===== src/rtl/nocr_regs.svh =====
// register offsets, field positions, reset values and timing counts
`ifndef NOCR_REGS_SVH
`define NOCR_REGS_SVH
`define NOCR_OFS_INT_MASK 16'h0016
`define NOCR_OFS_RETRY_IVL_HI 16'h0017
`define NOCR_OFS_RETRY_IVL_LO 16'h0018
`define NOCR_OFS_RETRY_LIMIT 16'h0019
`define NOCR_OFS_RX_SPLIT 16'h001A
`define NOCR_OFS_TX_SPLIT 16'h001B
`define NOCR_OFS_AUTH_HI 16'h001C
`define NOCR_OFS_AUTH_LO 16'h001D
`define NOCR_OFS_ECHO_IVL 16'h0028
`define NOCR_OFS_MAGIC 16'h0029
`define NOCR_OFS_UIP0 16'h002A
`define NOCR_OFS_UIP1 16'h002B
`define NOCR_OFS_UIP2 16'h002C
`define NOCR_OFS_UIP3 16'h002D
`define NOCR_OFS_UNR_PORT_HI 16'h002E
`define NOCR_OFS_UNR_PORT_LO 16'h002F
`define NOCR_OFS_SOCK_MODE0 16'h0400
`define NOCR_SOCK_STRIDE_SHIFT 8
`define NOCR_RST_INT_MASK 8'h00
`define NOCR_RST_RETRY_IVL 16'h07D0
`define NOCR_RST_RETRY_LIMIT 8'h08
`define NOCR_RST_SPLIT 8'h55
`define NOCR_RST_ECHO_IVL 8'h28
`define NOCR_RST_MAGIC 8'h00
`define NOCR_RST_MODE 8'h00
`define NOCR_INT_MASK_VALID 8'hEF
`define NOCR_MODE_VALID 8'hAF
`define NOCR_MODE_MULTI_BIT 7
`define NOCR_MODE_ACK_BIT 5
`define NOCR_AUTH_PAP 16'hC023
`define NOCR_AUTH_CHAP 16'hC223
`define NOCR_RETRY_TICK_US 100
`define NOCR_CLK_MHZ 100
`define NOCR_RETRY_TICK_CYC ((`NOCR_RETRY_TICK_US) * (`NOCR_CLK_MHZ))
`define NOCR_ECHO_TICK_MS 25
`define NOCR_ECHO_TICK_CYC ((`NOCR_ECHO_TICK_MS) * 1000 * (`NOCR_CLK_MHZ))
`define NOCR_TOTAL_KB 8
`endif


===== src/rtl/nocr_pkg.sv =====
// types of the offload configuration register bank
package nocr_pkg;
	typedef enum logic [3:0] {
		NOCR_PROTO_CLOSED = 4'h0,
		NOCR_PROTO_TCP = 4'h1,
		NOCR_PROTO_UDP = 4'h2,
		NOCR_PROTO_RAW_IP = 4'h3,
		NOCR_PROTO_RAW_ETH = 4'h4,
		NOCR_PROTO_PPPOE = 4'h5
	} nocr_proto_t;
	typedef logic [7:0] nocr_byte_t;
endpackage : nocr_pkg


===== src/rtl/nocr_regbank.sv =====
// configuration register bank of the network offload engine
`timescale 1ns/1ps
`default_nettype none
`include "nocr_regs.svh"
module nocr_regbank (
	input wire logic clk_i,
	input wire logic reset_n_i,
	input wire logic [15:0] addr_i,
	input wire logic wr_i,
	input wire logic rd_i,
	input wire logic [7:0] wdata_i,
	output logic [7:0] rdata_o,
	input wire logic [7:0] interrupt_cause_flags_i,
	output logic int_n_o,
	input wire logic auth_valid_i,
	input wire logic [15:0] auth_kind_i,
	input wire logic unreach_valid_i,
	input wire logic [31:0] unreach_ip_i,
	input wire logic [15:0] unreach_port_i,
	input wire logic [3:0] retry_event_i,
	input wire logic [3:0] retry_clear_i,
	output logic [3:0] retry_resend_o,
	output logic [3:0] socket_timeout_o,
	output logic retry_tick_o,
	output logic echo_request_o,
	output logic [7:0] lcp_magic_value_o,
	output logic [15:0] rx_base_kb_o [4],
	output logic [15:0] rx_size_kb_o [4],
	output logic [15:0] tx_base_kb_o [4],
	output logic [15:0] tx_size_kb_o [4],
	output var nocr_pkg::nocr_proto_t sock_proto_o [4],
	output logic [3:0] sock_multicast_o,
	output logic [3:0] sock_ack_every_o,
	output logic [3:0] sock_igmp_v1_o
);
	import nocr_pkg::*;

	logic [7:0] int_mask_reg, int_mask_next;
	logic [15:0] retry_ivl_reg, retry_ivl_next;
	logic [7:0] retry_limit_reg, retry_limit_next;
	logic [7:0] rx_split_reg, rx_split_next;
	logic [7:0] tx_split_reg, tx_split_next;
	logic [15:0] auth_reg, auth_next;
	logic [7:0] echo_ivl_reg, echo_ivl_next;
	logic [7:0] magic_reg, magic_next;
	logic [31:0] uip_reg, uip_next;
	logic [15:0] unr_port_reg, unr_port_next;
	logic [7:0] mode_reg [4];
	logic [7:0] mode_next [4];
	logic [7:0] rdata_reg, rdata_next;
	logic [7:0] cause_meta_reg, cause_sync_reg;
	logic int_n_reg, int_n_next;
	logic [13:0] rtick_cnt_reg, rtick_cnt_next;
	logic [15:0] rivl_cnt_reg, rivl_cnt_next;
	logic rtick_reg, rtick_next;
	logic [21:0] etick_cnt_reg, etick_cnt_next;
	logic [7:0] eivl_cnt_reg, eivl_cnt_next;
	logic echo_reg, echo_next;
	logic [7:0] retries_reg [4];
	logic [7:0] retries_next [4];
	logic [3:0] tmo_reg, tmo_next;
	logic [3:0] resend_reg, resend_next;

	localparam logic [13:0] RTICK_LAST = 14'(`NOCR_RETRY_TICK_CYC - 1);
	localparam logic [21:0] ETICK_LAST = 22'(`NOCR_ECHO_TICK_CYC - 1);

	// cause flags come from another block; two-stage capture
	always_ff @(posedge clk_i or negedge reset_n_i) begin
		if (!reset_n_i) begin
			cause_meta_reg <= 8'h00;
			cause_sync_reg <= 8'h00;
		end else begin
			cause_meta_reg <= interrupt_cause_flags_i;
			cause_sync_reg <= cause_meta_reg;
		end
	end

	// register writes and captures
	always_comb begin
		int_mask_next = int_mask_reg;
		retry_ivl_next = retry_ivl_reg;
		retry_limit_next = retry_limit_reg;
		rx_split_next = rx_split_reg;
		tx_split_next = tx_split_reg;
		auth_next = auth_reg;
		echo_ivl_next = echo_ivl_reg;
		magic_next = magic_reg;
		uip_next = uip_reg;
		unr_port_next = unr_port_reg;
		mode_next = mode_reg;
		if (auth_valid_i) begin
			auth_next = auth_kind_i;
		end
		if (unreach_valid_i) begin
			uip_next = unreach_ip_i;
			unr_port_next = unreach_port_i;
		end
		if (wr_i) begin
			case (addr_i)
				`NOCR_OFS_INT_MASK: begin
					int_mask_next = wdata_i & `NOCR_INT_MASK_VALID;
				end
				`NOCR_OFS_RETRY_IVL_HI: begin
					retry_ivl_next[15:8] = wdata_i;
				end
				`NOCR_OFS_RETRY_IVL_LO: begin
					retry_ivl_next[7:0] = wdata_i;
				end
				`NOCR_OFS_RETRY_LIMIT: begin
					retry_limit_next = wdata_i;
				end
				`NOCR_OFS_RX_SPLIT: begin
					rx_split_next = wdata_i;
				end
				`NOCR_OFS_TX_SPLIT: begin
					tx_split_next = wdata_i;
				end
				`NOCR_OFS_ECHO_IVL: begin
					echo_ivl_next = wdata_i;
				end
				`NOCR_OFS_MAGIC: begin
					magic_next = wdata_i;
				end
				default: begin
					for (int s = 0; s < 4; s++) begin
						if (addr_i == (`NOCR_OFS_SOCK_MODE0 + 16'(s << `NOCR_SOCK_STRIDE_SHIFT))) begin
							mode_next[s] = wdata_i & `NOCR_MODE_VALID;
						end
					end
				end
			endcase
		end
	end

	always_ff @(posedge clk_i or negedge reset_n_i) begin
		if (!reset_n_i) begin
			int_mask_reg <= `NOCR_RST_INT_MASK;
			retry_ivl_reg <= `NOCR_RST_RETRY_IVL;
			retry_limit_reg <= `NOCR_RST_RETRY_LIMIT;
			rx_split_reg <= `NOCR_RST_SPLIT;
			tx_split_reg <= `NOCR_RST_SPLIT;
			auth_reg <= 16'h0000;
			echo_ivl_reg <= `NOCR_RST_ECHO_IVL;
			magic_reg <= `NOCR_RST_MAGIC;
			uip_reg <= 32'h0000_0000;
			unr_port_reg <= 16'h0000;
			for (int s = 0; s < 4; s++) begin
				mode_reg[s] <= `NOCR_RST_MODE;
			end
		end else begin
			int_mask_reg <= int_mask_next;
			retry_ivl_reg <= retry_ivl_next;
			retry_limit_reg <= retry_limit_next;
			rx_split_reg <= rx_split_next;
			tx_split_reg <= tx_split_next;
			auth_reg <= auth_next;
			echo_ivl_reg <= echo_ivl_next;
			magic_reg <= magic_next;
			uip_reg <= uip_next;
			unr_port_reg <= unr_port_next;
			mode_reg <= mode_next;
		end
	end

	// read mux, big-endian byte order
	always_comb begin
		rdata_next = rdata_reg;
		if (rd_i) begin
			case (addr_i)
				`NOCR_OFS_INT_MASK: rdata_next = int_mask_reg;
				`NOCR_OFS_RETRY_IVL_HI: rdata_next = retry_ivl_reg[15:8];
				`NOCR_OFS_RETRY_IVL_LO: rdata_next = retry_ivl_reg[7:0];
				`NOCR_OFS_RETRY_LIMIT: rdata_next = retry_limit_reg;
				`NOCR_OFS_RX_SPLIT: rdata_next = rx_split_reg;
				`NOCR_OFS_TX_SPLIT: rdata_next = tx_split_reg;
				`NOCR_OFS_AUTH_HI: rdata_next = auth_reg[15:8];
				`NOCR_OFS_AUTH_LO: rdata_next = auth_reg[7:0];
				`NOCR_OFS_ECHO_IVL: rdata_next = echo_ivl_reg;
				`NOCR_OFS_MAGIC: rdata_next = magic_reg;
				`NOCR_OFS_UIP0: rdata_next = uip_reg[31:24];
				`NOCR_OFS_UIP1: rdata_next = uip_reg[23:16];
				`NOCR_OFS_UIP2: rdata_next = uip_reg[15:8];
				`NOCR_OFS_UIP3: rdata_next = uip_reg[7:0];
				`NOCR_OFS_UNR_PORT_HI: rdata_next = unr_port_reg[15:8];
				`NOCR_OFS_UNR_PORT_LO: rdata_next = unr_port_reg[7:0];
				default: begin
					rdata_next = 8'h00;
					for (int s = 0; s < 4; s++) begin
						if (addr_i == (`NOCR_OFS_SOCK_MODE0 + 16'(s << `NOCR_SOCK_STRIDE_SHIFT))) begin
							rdata_next = mode_reg[s];
						end
					end
				end
			endcase
		end
	end

	// interrupt level from enabled causes
	always_comb begin
		int_n_next = ~|(cause_sync_reg & int_mask_reg & `NOCR_INT_MASK_VALID);
	end

	always_ff @(posedge clk_i or negedge reset_n_i) begin
		if (!reset_n_i) begin
			rdata_reg <= 8'h00;
			int_n_reg <= 1'b1;
		end else begin
			rdata_reg <= rdata_next;
			int_n_reg <= int_n_next;
		end
	end

	// retry timer and per-socket retry counting
	always_comb begin
		rtick_cnt_next = rtick_cnt_reg + 14'h0001;
		rtick_next = 1'b0;
		rivl_cnt_next = rivl_cnt_reg;
		retries_next = retries_reg;
		tmo_next = 4'h0;
		resend_next = 4'h0;
		if (rtick_cnt_reg == RTICK_LAST) begin
			rtick_cnt_next = 14'h0000;
			rivl_cnt_next = rivl_cnt_reg + 16'h0001;
			if (rivl_cnt_reg + 16'h0001 >= retry_ivl_reg) begin
				rivl_cnt_next = 16'h0000;
				rtick_next = 1'b1;
			end
		end
		for (int s = 0; s < 4; s++) begin
			if (retry_clear_i[s]) begin
				retries_next[s] = 8'h00;
			end else if (rtick_reg && retry_event_i[s]) begin
				if (retries_reg[s] >= retry_limit_reg) begin
					tmo_next[s] = 1'b1;
					retries_next[s] = 8'h00;
				end else begin
					resend_next[s] = 1'b1;
					retries_next[s] = retries_reg[s] + 8'h01;
				end
			end
		end
	end

	// lcp echo timer
	always_comb begin
		etick_cnt_next = etick_cnt_reg + 22'h000001;
		eivl_cnt_next = eivl_cnt_reg;
		echo_next = 1'b0;
		if (mode_reg[0][3:0] != NOCR_PROTO_PPPOE) begin
			etick_cnt_next = 22'h000000;
			eivl_cnt_next = 8'h00;
		end else if (etick_cnt_reg == ETICK_LAST) begin
			etick_cnt_next = 22'h000000;
			eivl_cnt_next = eivl_cnt_reg + 8'h01;
			if (eivl_cnt_reg + 8'h01 >= echo_ivl_reg) begin
				eivl_cnt_next = 8'h00;
				echo_next = 1'b1;
			end
		end
	end

	always_ff @(posedge clk_i or negedge reset_n_i) begin
		if (!reset_n_i) begin
			rtick_cnt_reg <= 14'h0000;
			rivl_cnt_reg <= 16'h0000;
			rtick_reg <= 1'b0;
			etick_cnt_reg <= 22'h000000;
			eivl_cnt_reg <= 8'h00;
			echo_reg <= 1'b0;
			tmo_reg <= 4'h0;
			resend_reg <= 4'h0;
			for (int s = 0; s < 4; s++) begin
				retries_reg[s] <= 8'h00;
			end
		end else begin
			rtick_cnt_reg <= rtick_cnt_next;
			rivl_cnt_reg <= rivl_cnt_next;
			rtick_reg <= rtick_next;
			etick_cnt_reg <= etick_cnt_next;
			eivl_cnt_reg <= eivl_cnt_next;
			echo_reg <= echo_next;
			tmo_reg <= tmo_next;
			resend_reg <= resend_next;
			retries_reg <= retries_next;
		end
	end

	// buffer split decode, allocation in socket order
	always_comb begin
		logic [15:0] rx_used;
		logic [15:0] tx_used;
		logic [15:0] want;
		rx_used = 16'h0000;
		tx_used = 16'h0000;
		want = 16'h0000;
		for (int s = 0; s < 4; s++) begin
			want = 16'h0001 << rx_split_reg[2*s +: 2];
			rx_base_kb_o[s] = rx_used;
			rx_size_kb_o[s] = 16'h0000;
			if (rx_used + want <= 16'(`NOCR_TOTAL_KB)) begin
				rx_size_kb_o[s] = want;
				rx_used = rx_used + want;
			end
			want = 16'h0001 << tx_split_reg[2*s +: 2];
			tx_base_kb_o[s] = tx_used;
			tx_size_kb_o[s] = 16'h0000;
			if (tx_used + want <= 16'(`NOCR_TOTAL_KB)) begin
				tx_size_kb_o[s] = want;
				tx_used = tx_used + want;
			end
		end
	end

	// socket mode decode
	always_comb begin
		for (int s = 0; s < 4; s++) begin
			case (mode_reg[s][3:0])
				4'h1: sock_proto_o[s] = NOCR_PROTO_TCP;
				4'h2: sock_proto_o[s] = NOCR_PROTO_UDP;
				4'h3: sock_proto_o[s] = NOCR_PROTO_RAW_IP;
				4'h4: sock_proto_o[s] = (s == 0) ? NOCR_PROTO_RAW_ETH : NOCR_PROTO_CLOSED;
				4'h5: sock_proto_o[s] = (s == 0) ? NOCR_PROTO_PPPOE : NOCR_PROTO_CLOSED;
				default: sock_proto_o[s] = NOCR_PROTO_CLOSED;
			endcase
			sock_multicast_o[s] = mode_reg[s][`NOCR_MODE_MULTI_BIT]
				&& (mode_reg[s][3:0] == 4'h2);
			sock_ack_every_o[s] = mode_reg[s][`NOCR_MODE_ACK_BIT]
				&& (mode_reg[s][3:0] == 4'h1);
			sock_igmp_v1_o[s] = sock_multicast_o[s] && mode_reg[s][`NOCR_MODE_ACK_BIT];
		end
	end

	assign rdata_o = rdata_reg;
	assign int_n_o = int_n_reg;
	assign retry_resend_o = resend_reg;
	assign socket_timeout_o = tmo_reg;
	assign retry_tick_o = rtick_reg;
	assign echo_request_o = echo_reg;
	assign lcp_magic_value_o = magic_reg;

	a_int_follows_mask: assert property (@(posedge clk_i) disable iff (!reset_n_i)
		int_n_o == ~|($past(cause_sync_reg) & $past(int_mask_reg)))
		else $error("interrupt level disagrees with enabled causes");
	a_int_held_low: assert property (@(posedge clk_i) disable iff (!reset_n_i)
		(|(cause_sync_reg & int_mask_reg)) |=> !int_n_o)
		else $error("interrupt released while enabled cause set");
	a_mask_bit4_zero: assert property (@(posedge clk_i) disable iff (!reset_n_i)
		(rd_i && addr_i == `NOCR_OFS_INT_MASK) |=> !rdata_o[4])
		else $error("reserved mask bit read back set");
	a_mode_resv_zero: assert property (@(posedge clk_i) disable iff (!reset_n_i)
		((mode_reg[0] | mode_reg[1] | mode_reg[2] | mode_reg[3]) & ~`NOCR_MODE_VALID) == 8'h00)
		else $error("reserved mode bit set");
	a_retry_hi_write: assert property (@(posedge clk_i) disable iff (!reset_n_i)
		(wr_i && addr_i == `NOCR_OFS_RETRY_IVL_HI) |=> retry_ivl_reg[15:8] == $past(wdata_i))
		else $error("retry interval high byte not written");
	a_unreach_capture: assert property (@(posedge clk_i) disable iff (!reset_n_i)
		unreach_valid_i |=> (uip_reg == $past(unreach_ip_i))
		&& (unr_port_reg == $past(unreach_port_i)))
		else $error("unreachable capture missed");
	a_split_total: assert property (@(posedge clk_i) disable iff (!reset_n_i)
		(rx_size_kb_o[0] + rx_size_kb_o[1] + rx_size_kb_o[2] + rx_size_kb_o[3]) <= 16'h0008)
		else $error("rx allocation over total");
	a_sock1_no_raw_eth: assert property (@(posedge clk_i) disable iff (!reset_n_i)
		(mode_reg[1][3:0] == 4'h4) |-> sock_proto_o[1] == NOCR_PROTO_CLOSED)
		else $error("raw ethernet accepted on socket 1");
	a_timeout_on_limit: assert property (@(posedge clk_i) disable iff (!reset_n_i)
		(rtick_reg && retry_event_i[0] && !retry_clear_i[0] && retries_reg[0] >= retry_limit_reg)
		|=> socket_timeout_o[0])
		else $error("timeout not raised at retry limit");
	a_mcast_udp_only: assert property (@(posedge clk_i) disable iff (!reset_n_i)
		sock_multicast_o[2] |-> mode_reg[2][3:0] == 4'h2)
		else $error("multicast outside udp");
endmodule : nocr_regbank
`default_nettype wire


===== config.mk =====
export PLATFORM = sky130hd
export DESIGN_NAME = nocr_regbank
export DESIGN_NICKNAME = d
export VERILOG_FILES = /design/src/rtl/nocr_pkg.sv /design/src/rtl/nocr_regbank.sv
export VERILOG_INCLUDE_DIRS = /design/src /design/src/rtl
export SDC_FILE = /design/constraint.sdc
export NUM_CORES = 1
export LEC_CHECK = 0
export BUFFER_PORTS_ARGS = -buffer_cell sky130_fd_sc_hd__buf_2
export CAP_MARGIN = 20
export CORE_ASPECT_RATIO = 0.5
export CORE_MARGIN = 4
export CORE_UTILIZATION = 50
export DETAILED_ROUTE_END_ITERATION = 10
export GPL_TIMING_DRIVEN = 1
export HOLD_SLACK_MARGIN = 0.12
export PLACE_DENSITY = 0.87
export SYNTH_ARGS = -nofsm -noshare
export SYNTH_HDL_FRONTEND = slang
export SYNTH_SLANG_ARGS = --single-unit

===== constraint.sdc =====
create_clock -name clk_i -period 7.5 [get_ports clk_i]
set_clock_uncertainty 0.1 [all_clocks]
set_input_delay 1.5 -clock clk_i [delete_from_list [all_inputs] [get_ports clk_i]]
set_output_delay 1.5 -clock clk_i [all_outputs]
set_load 0.005 [all_outputs]

; Word-level counts from Yosys, hierarchy flattened
; Cells that the tools add are included.
[op_classes]
addsub = 14
n_lt_le_gt_ge = 14
n_eq_ne = 37
n_shift = 8
mux = 69
bitwise_logic = 2
n_reduce_logical = 36
[ops]
columns = operator, count
row1 = $mux 16, 13
row2 = $mux 8, 19
row3 = $eq 16x5->1 const B, 8
row4 = $eq 16x6->1 const B, 8
row5 = $le 16x4->1 const B, 8
row6 = $pmux 8 s16, 1
row7 = $shl 1x2->16 const A, 8
row8 = $add 16x16->16, 6
row9 = $eq 16x11->1 const B, 4
row10 = $mux 22, 2
row11 = $add 8x1->8 const B, 5
row12 = $ge 8x8->1, 5
row13 = $eq 4x2->1 const B, 8
row14 = $mux 1, 29
row15 = $add 22x1->22 const B, 1
row16 = $eq 22x22->1 const B, 1
row17 = $pmux 2 s3, 3
row18 = $add 16x1->16 const B, 1
row19 = $eq 4x1->1 const B, 4
row20 = $ge 16x16->1, 1
row21 = $logic_and 1x1->1, 16
row22 = $reduce_and 2->1, 8
row23 = $pmux 3 s5, 1
row24 = $add 14x1->14 const B, 1
row25 = other kinds (11), 19
[word_totals]
reg_bits = 278
inputBits = 110
out_inout_bits = 311
wordCells = 211

; Depth between registers and ports, before layout
[depth]
depth_word = 12
mapped_depth = 24
mapped_depth_nobuf = 24

; Least setup slack after synthesis
; No wires, ideal clock.
[synth_timing]
path_kind = flip-flop to output port
startpoint = register rx_split_reg[1]
endpoint = output rx_size_kb_o[2] (netlist bit)
t_arrival_ns = 5.473
required_time_ns = 5.900
path_slack_ns = 0.427
path_stages_with_launch = 22
path_buffers = 0
path_cell_list = dfrtp_1 -> nor2_1 -> ha_1 -> inv_1 -> fa_1 -> a22o_1 -> nand3_1 -> a21boi_1 -> mux2_2 -> ha_1 -> inv_1 -> fa_1 -> and3b_1 -> o21ai_0 -> o21bai_1 -> mux2_2 -> ha_1 -> fa_1 -> a21o_1 -> a21oi_1 -> o21ai_0 -> nor3b_1
[synth_lines]
columns = item, line_no
row1 = "start, declared", nocr_regbank.sv:41  ; logic [7:0] rx_split_reg, rx_split_next;
row2 = "start signal, assigned", nocr_regbank.sv:140  ; rx_split_reg <= `NOCR_RST_SPLIT;
row3 = "start signal, assigned", nocr_regbank.sv:154  ; rx_split_reg <= rx_split_next;
row4 = "end, declared", nocr_regbank.sv:28  ; output logic [15:0] rx_size_kb_o [4],

==> impl_metrics.yaml <==
detailed_routing:
  vias: 13731
  routed_wl_um: 48100
  dr.first_iter.drc_count: 1250
  first_pass_iters: 8
  via_per_inst: 5.79
  post_drt_wl_per_cell_um: 20.3
  drc: 0
  detail-route-antenna-nets: 0
yosys:
  synthMuxAreaShare: 0.119
  syn_area_um2: 17200
  yosys.area.top_type: "dfrtp_1"
  ys_async_sr_fraction: 1.00
  ys_seq_area_frac: 0.403
  synth_top_family_by_area: "simple AND/OR/NAND/NOR gates"
  ys_ff_latch: 276
  syn_inst: 1693
  synthXorXnorAreaFrac: 0.0326
  yosysWarningCount: 0
  synth_edf_count: 0
  synth_compound_area_frac: 0.100
  synth-adder-area-share: 0.0711
  syn_area_per_cell_um2: 10.1
  synth_ff_type: "dfrtp_1"
  netlist.area_leader.share: 0.376
  synth.area.top_cells: "dfrtp_1, mux2_2, buf_4, ha_1, nor2_1"
  synth.distinct_cells: 68
  synth-simple-area-share: 0.156
timing:
  holdWs_ns: 0.248
  fin_setup_tns_ns: 0
  setup_viol: 0
  max_freq_mhz: 136
  layout_min_cycle_time_ns: 7.35
  final_max_slew_viol_count: 0
  layout_setup_ws_ns: 0.154
  max_slew_margin: 0.312
  tightest_slew_ns: 1.03
  min_period_over_period: 0.979
  final-hold-violation-count: 0
power_and_ir_drop:
  vdd_drop_max_mv: 0.154
  power_frac_comb: 0.062
  p_clk_frac: 0.462
  power_switching_share: 0.236
  intPower_mw: 2.51
  power.density_nw_per_um2: 171
  p_leak_nw: 9.37
  power_frac_seq: 0.476
  p_sw_uw: 776
final_layout:
  layout.nets: 2110
  mostFrequentLayoutCell: "dfrtp_1"
  syn_to_final_growth_pct: 11.7
  layout_common_cells: "dfrtp_1, buf_2, conb_1"
  final_cells: 2372
  post-route-util: 0.574
  layout-drive-gt1-share: 0.271
floorplanning:
  die_area_um2: 37600
  initial_core_util: 0.513
  dieWidth_um: 270
  rows: 47
  die_h_um: 139
  io_pins: 421
  core_um2: 33500
worst_setup_path:
  path_cells: "nor2_4 -> ha_1 -> inv_1 -> fa_2 -> nor2_1 -> a22o_1 -> nand3_1 -> a21boi_4 -> mux2_4 -> ha_2 -> inv_2 -> fa_2 -> and3b_1 -> o21ai_2 -> o21bai_4 -> mux2_4 -> ha_2 -> fa_2 -> xor2_1 -> nor3_2 -> o21ai_2 -> nor3b_2 -> buf_2"
  r2r_cells: 14
  slowest_delay_ns: 0.60
  rr_endpoint: "rivl_cnt_reg[8]$_DFFE_PN0N_"
  start_kind: "flip-flop"
  cpMostUsedCell: "fa_2"
  critical_path.top_delay_family: "adder cells"
  crit_type: "reg -> out"
  r2r_start: "rivl_cnt_reg[0]$_DFFE_PN0N_"
  endpoint_kind: "output port"
  path_max_fanout: 6
  worst_path_max_delay_cell: "dfstp_2"
  rrSetupSlack_ns: 3.19
  cp.required_ns: 5.90
  critPathBufInv: 3
  crit_arrival_ns: 5.75
  path_depth: 23
cts:
  clock_path_buffers: 3
  cts_buffers: 27
  path_clk_slew_ns: 0.07
  tritoncts: "done"
  h-tree-depth: 1
  cts.sinks: 276
  insertion_delay_ns: 0.56
  cts_root_buf: "clkbuf_16"
global_routing:
  first_global_vias: 13397
  grt.total_usage: 0.240
  grt_pass1_wl_um: 72800
  grt_start_max_net_pins: 185
  antenna_found_initial: 4
  gr-total-overflow: 0
hold_path:
  hold_end: "cause_sync_reg[5]$_DFF_PN0_"
  min_path_type: "reg -> reg"
  hold_path_depth: 0
  hp-start: "cause_meta_reg[5]$_DFF_PN0_"
run_status:
  outcome: "completed"
place:
  dp_worst_setup_slack_ns: 0.0112
  hpwl_um: 35300
  gp_congestion: 1.01
  io_buffers: 212
  place_inst: 2298
job:
  maxCapViolations: 0
-- metal layers --
| layer | GRT usage | up-vias | wire [µm] |
|---|---|---|---|
| met5 | 0 | - | 0 |
| met3 | 0.0439 | 200 | 3870 |
| met1 | 0.289 | 6754 | 18000 |
| met4 | 0.137 | 0 | 3130 |
| li1 | - | 6036 | - |
| met2 | 0.408 | 741 | 23100 |
-- worst max-delay path by stage --
stage / end / slack [ns] / start
after floorplan: rx_size_kb_o[2] / 0.43 / rx_split_reg[1]$_DFFE_PN0P_
after global placement: rx_size_kb_o[2] / 0.17 / rx_split_reg[1]$_DFFE_PN0P_
after detailed placement: rx_size_kb_o[1] / 0.01 / rx_split_reg[1]$_DFFE_PN0P_
after CTS: tx_size_kb_o[2] / 0.003 / tx_split_reg[1]$_DFFE_PN0P_
after global routing: rx_size_kb_o[1] / -0.05 / rx_split_reg[0]$_DFFE_PN1P_
final: rx_size_kb_o[1] / 0.15 / rx_split_reg[0]$_DFFE_PN1P_
-- worst register-to-register path, stage by stage, from the launching register on --
cell	delay (ns)
dfrtp_1	0.43
and3_1	0.18
nand3_1	0.18
nor2_1	0.27
and2_1	0.21
nand2_1	0.11
xnor2_1	0.15
ha_1	0.29
a21o_1	0.16
a21o_1	0.18
a211o_1	0.29
a221o_1	0.38
nor2_1	0.69
nand2_1	0.32
o31ai_1	0.28
-- Yosys cell counts (34+ instances only) --
master    instances
dfrtp_1         258
nand2_1          92
xnor2_1          35
buf_4           215
nor3_1           34
ha_1             88
nor2_1          129
inv_1            66
a21oi_1          47
nand3_1          71
mux2_2          160
nand2b_1         36
o21ai_0          42
-- layout make-up --
type                            instances  area [µm²]
Inverter                               66         248
Clock inverter                         18         265
Sequential cell                       276        6930
Multi-Input combinational cell       1299        9180
Timing Repair Buffer                  236        1280
Tap cell                              441         552
Antenna cell                            4        10.0
Fill cell                            2687       14300
Clock buffer                           32         724
-- power by group through the flow --
stage	registers, mW	clock network, mW	logic [mW]
CTS	1.56	1.53	0.197
global placement	1.58	0	0.192
floorplan	1.57	0	0.178
finish	1.56	1.52	0.204
global route	1.56	1.59	0.222
detailed placement	1.59	0	0.196
-- what timing repair did --
action | 4_1_cts | 5_1_grt
resized for setup | 19 | 43
buffers inserted | 0 | 18
cloned | 0 | 0
pin swaps | 1 | 20
hold buffers | 0 | 0
endpoints found under the setup margin | 8 | 8
-- per-stage QoR --
| step | instance area, µm² | power, mW |
|---|---|---|
| 4_1_cts | 18900 | 3.28 |
| 3_5_place_dp | 17800 | 1.78 |
| 3_3_place_gp | 17800 | 1.78 |
| 5_1_grt | 19200 | 3.38 |
| 2_1_floorplan | 18000 | 1.75 |
| 6_report | 19200 | 3.28 |
-- logic make-up after synthesis --
group                      after synthesis
and+or+nand+nor                        512
adders and majority gates               94
buffers and inverters                  324
DFF                                    276
AOI/OAI and AO/OA                      246
muxes                                  176
other                                    1
xor gates and xnor gates                64
(Power assumes the default switching activity.)
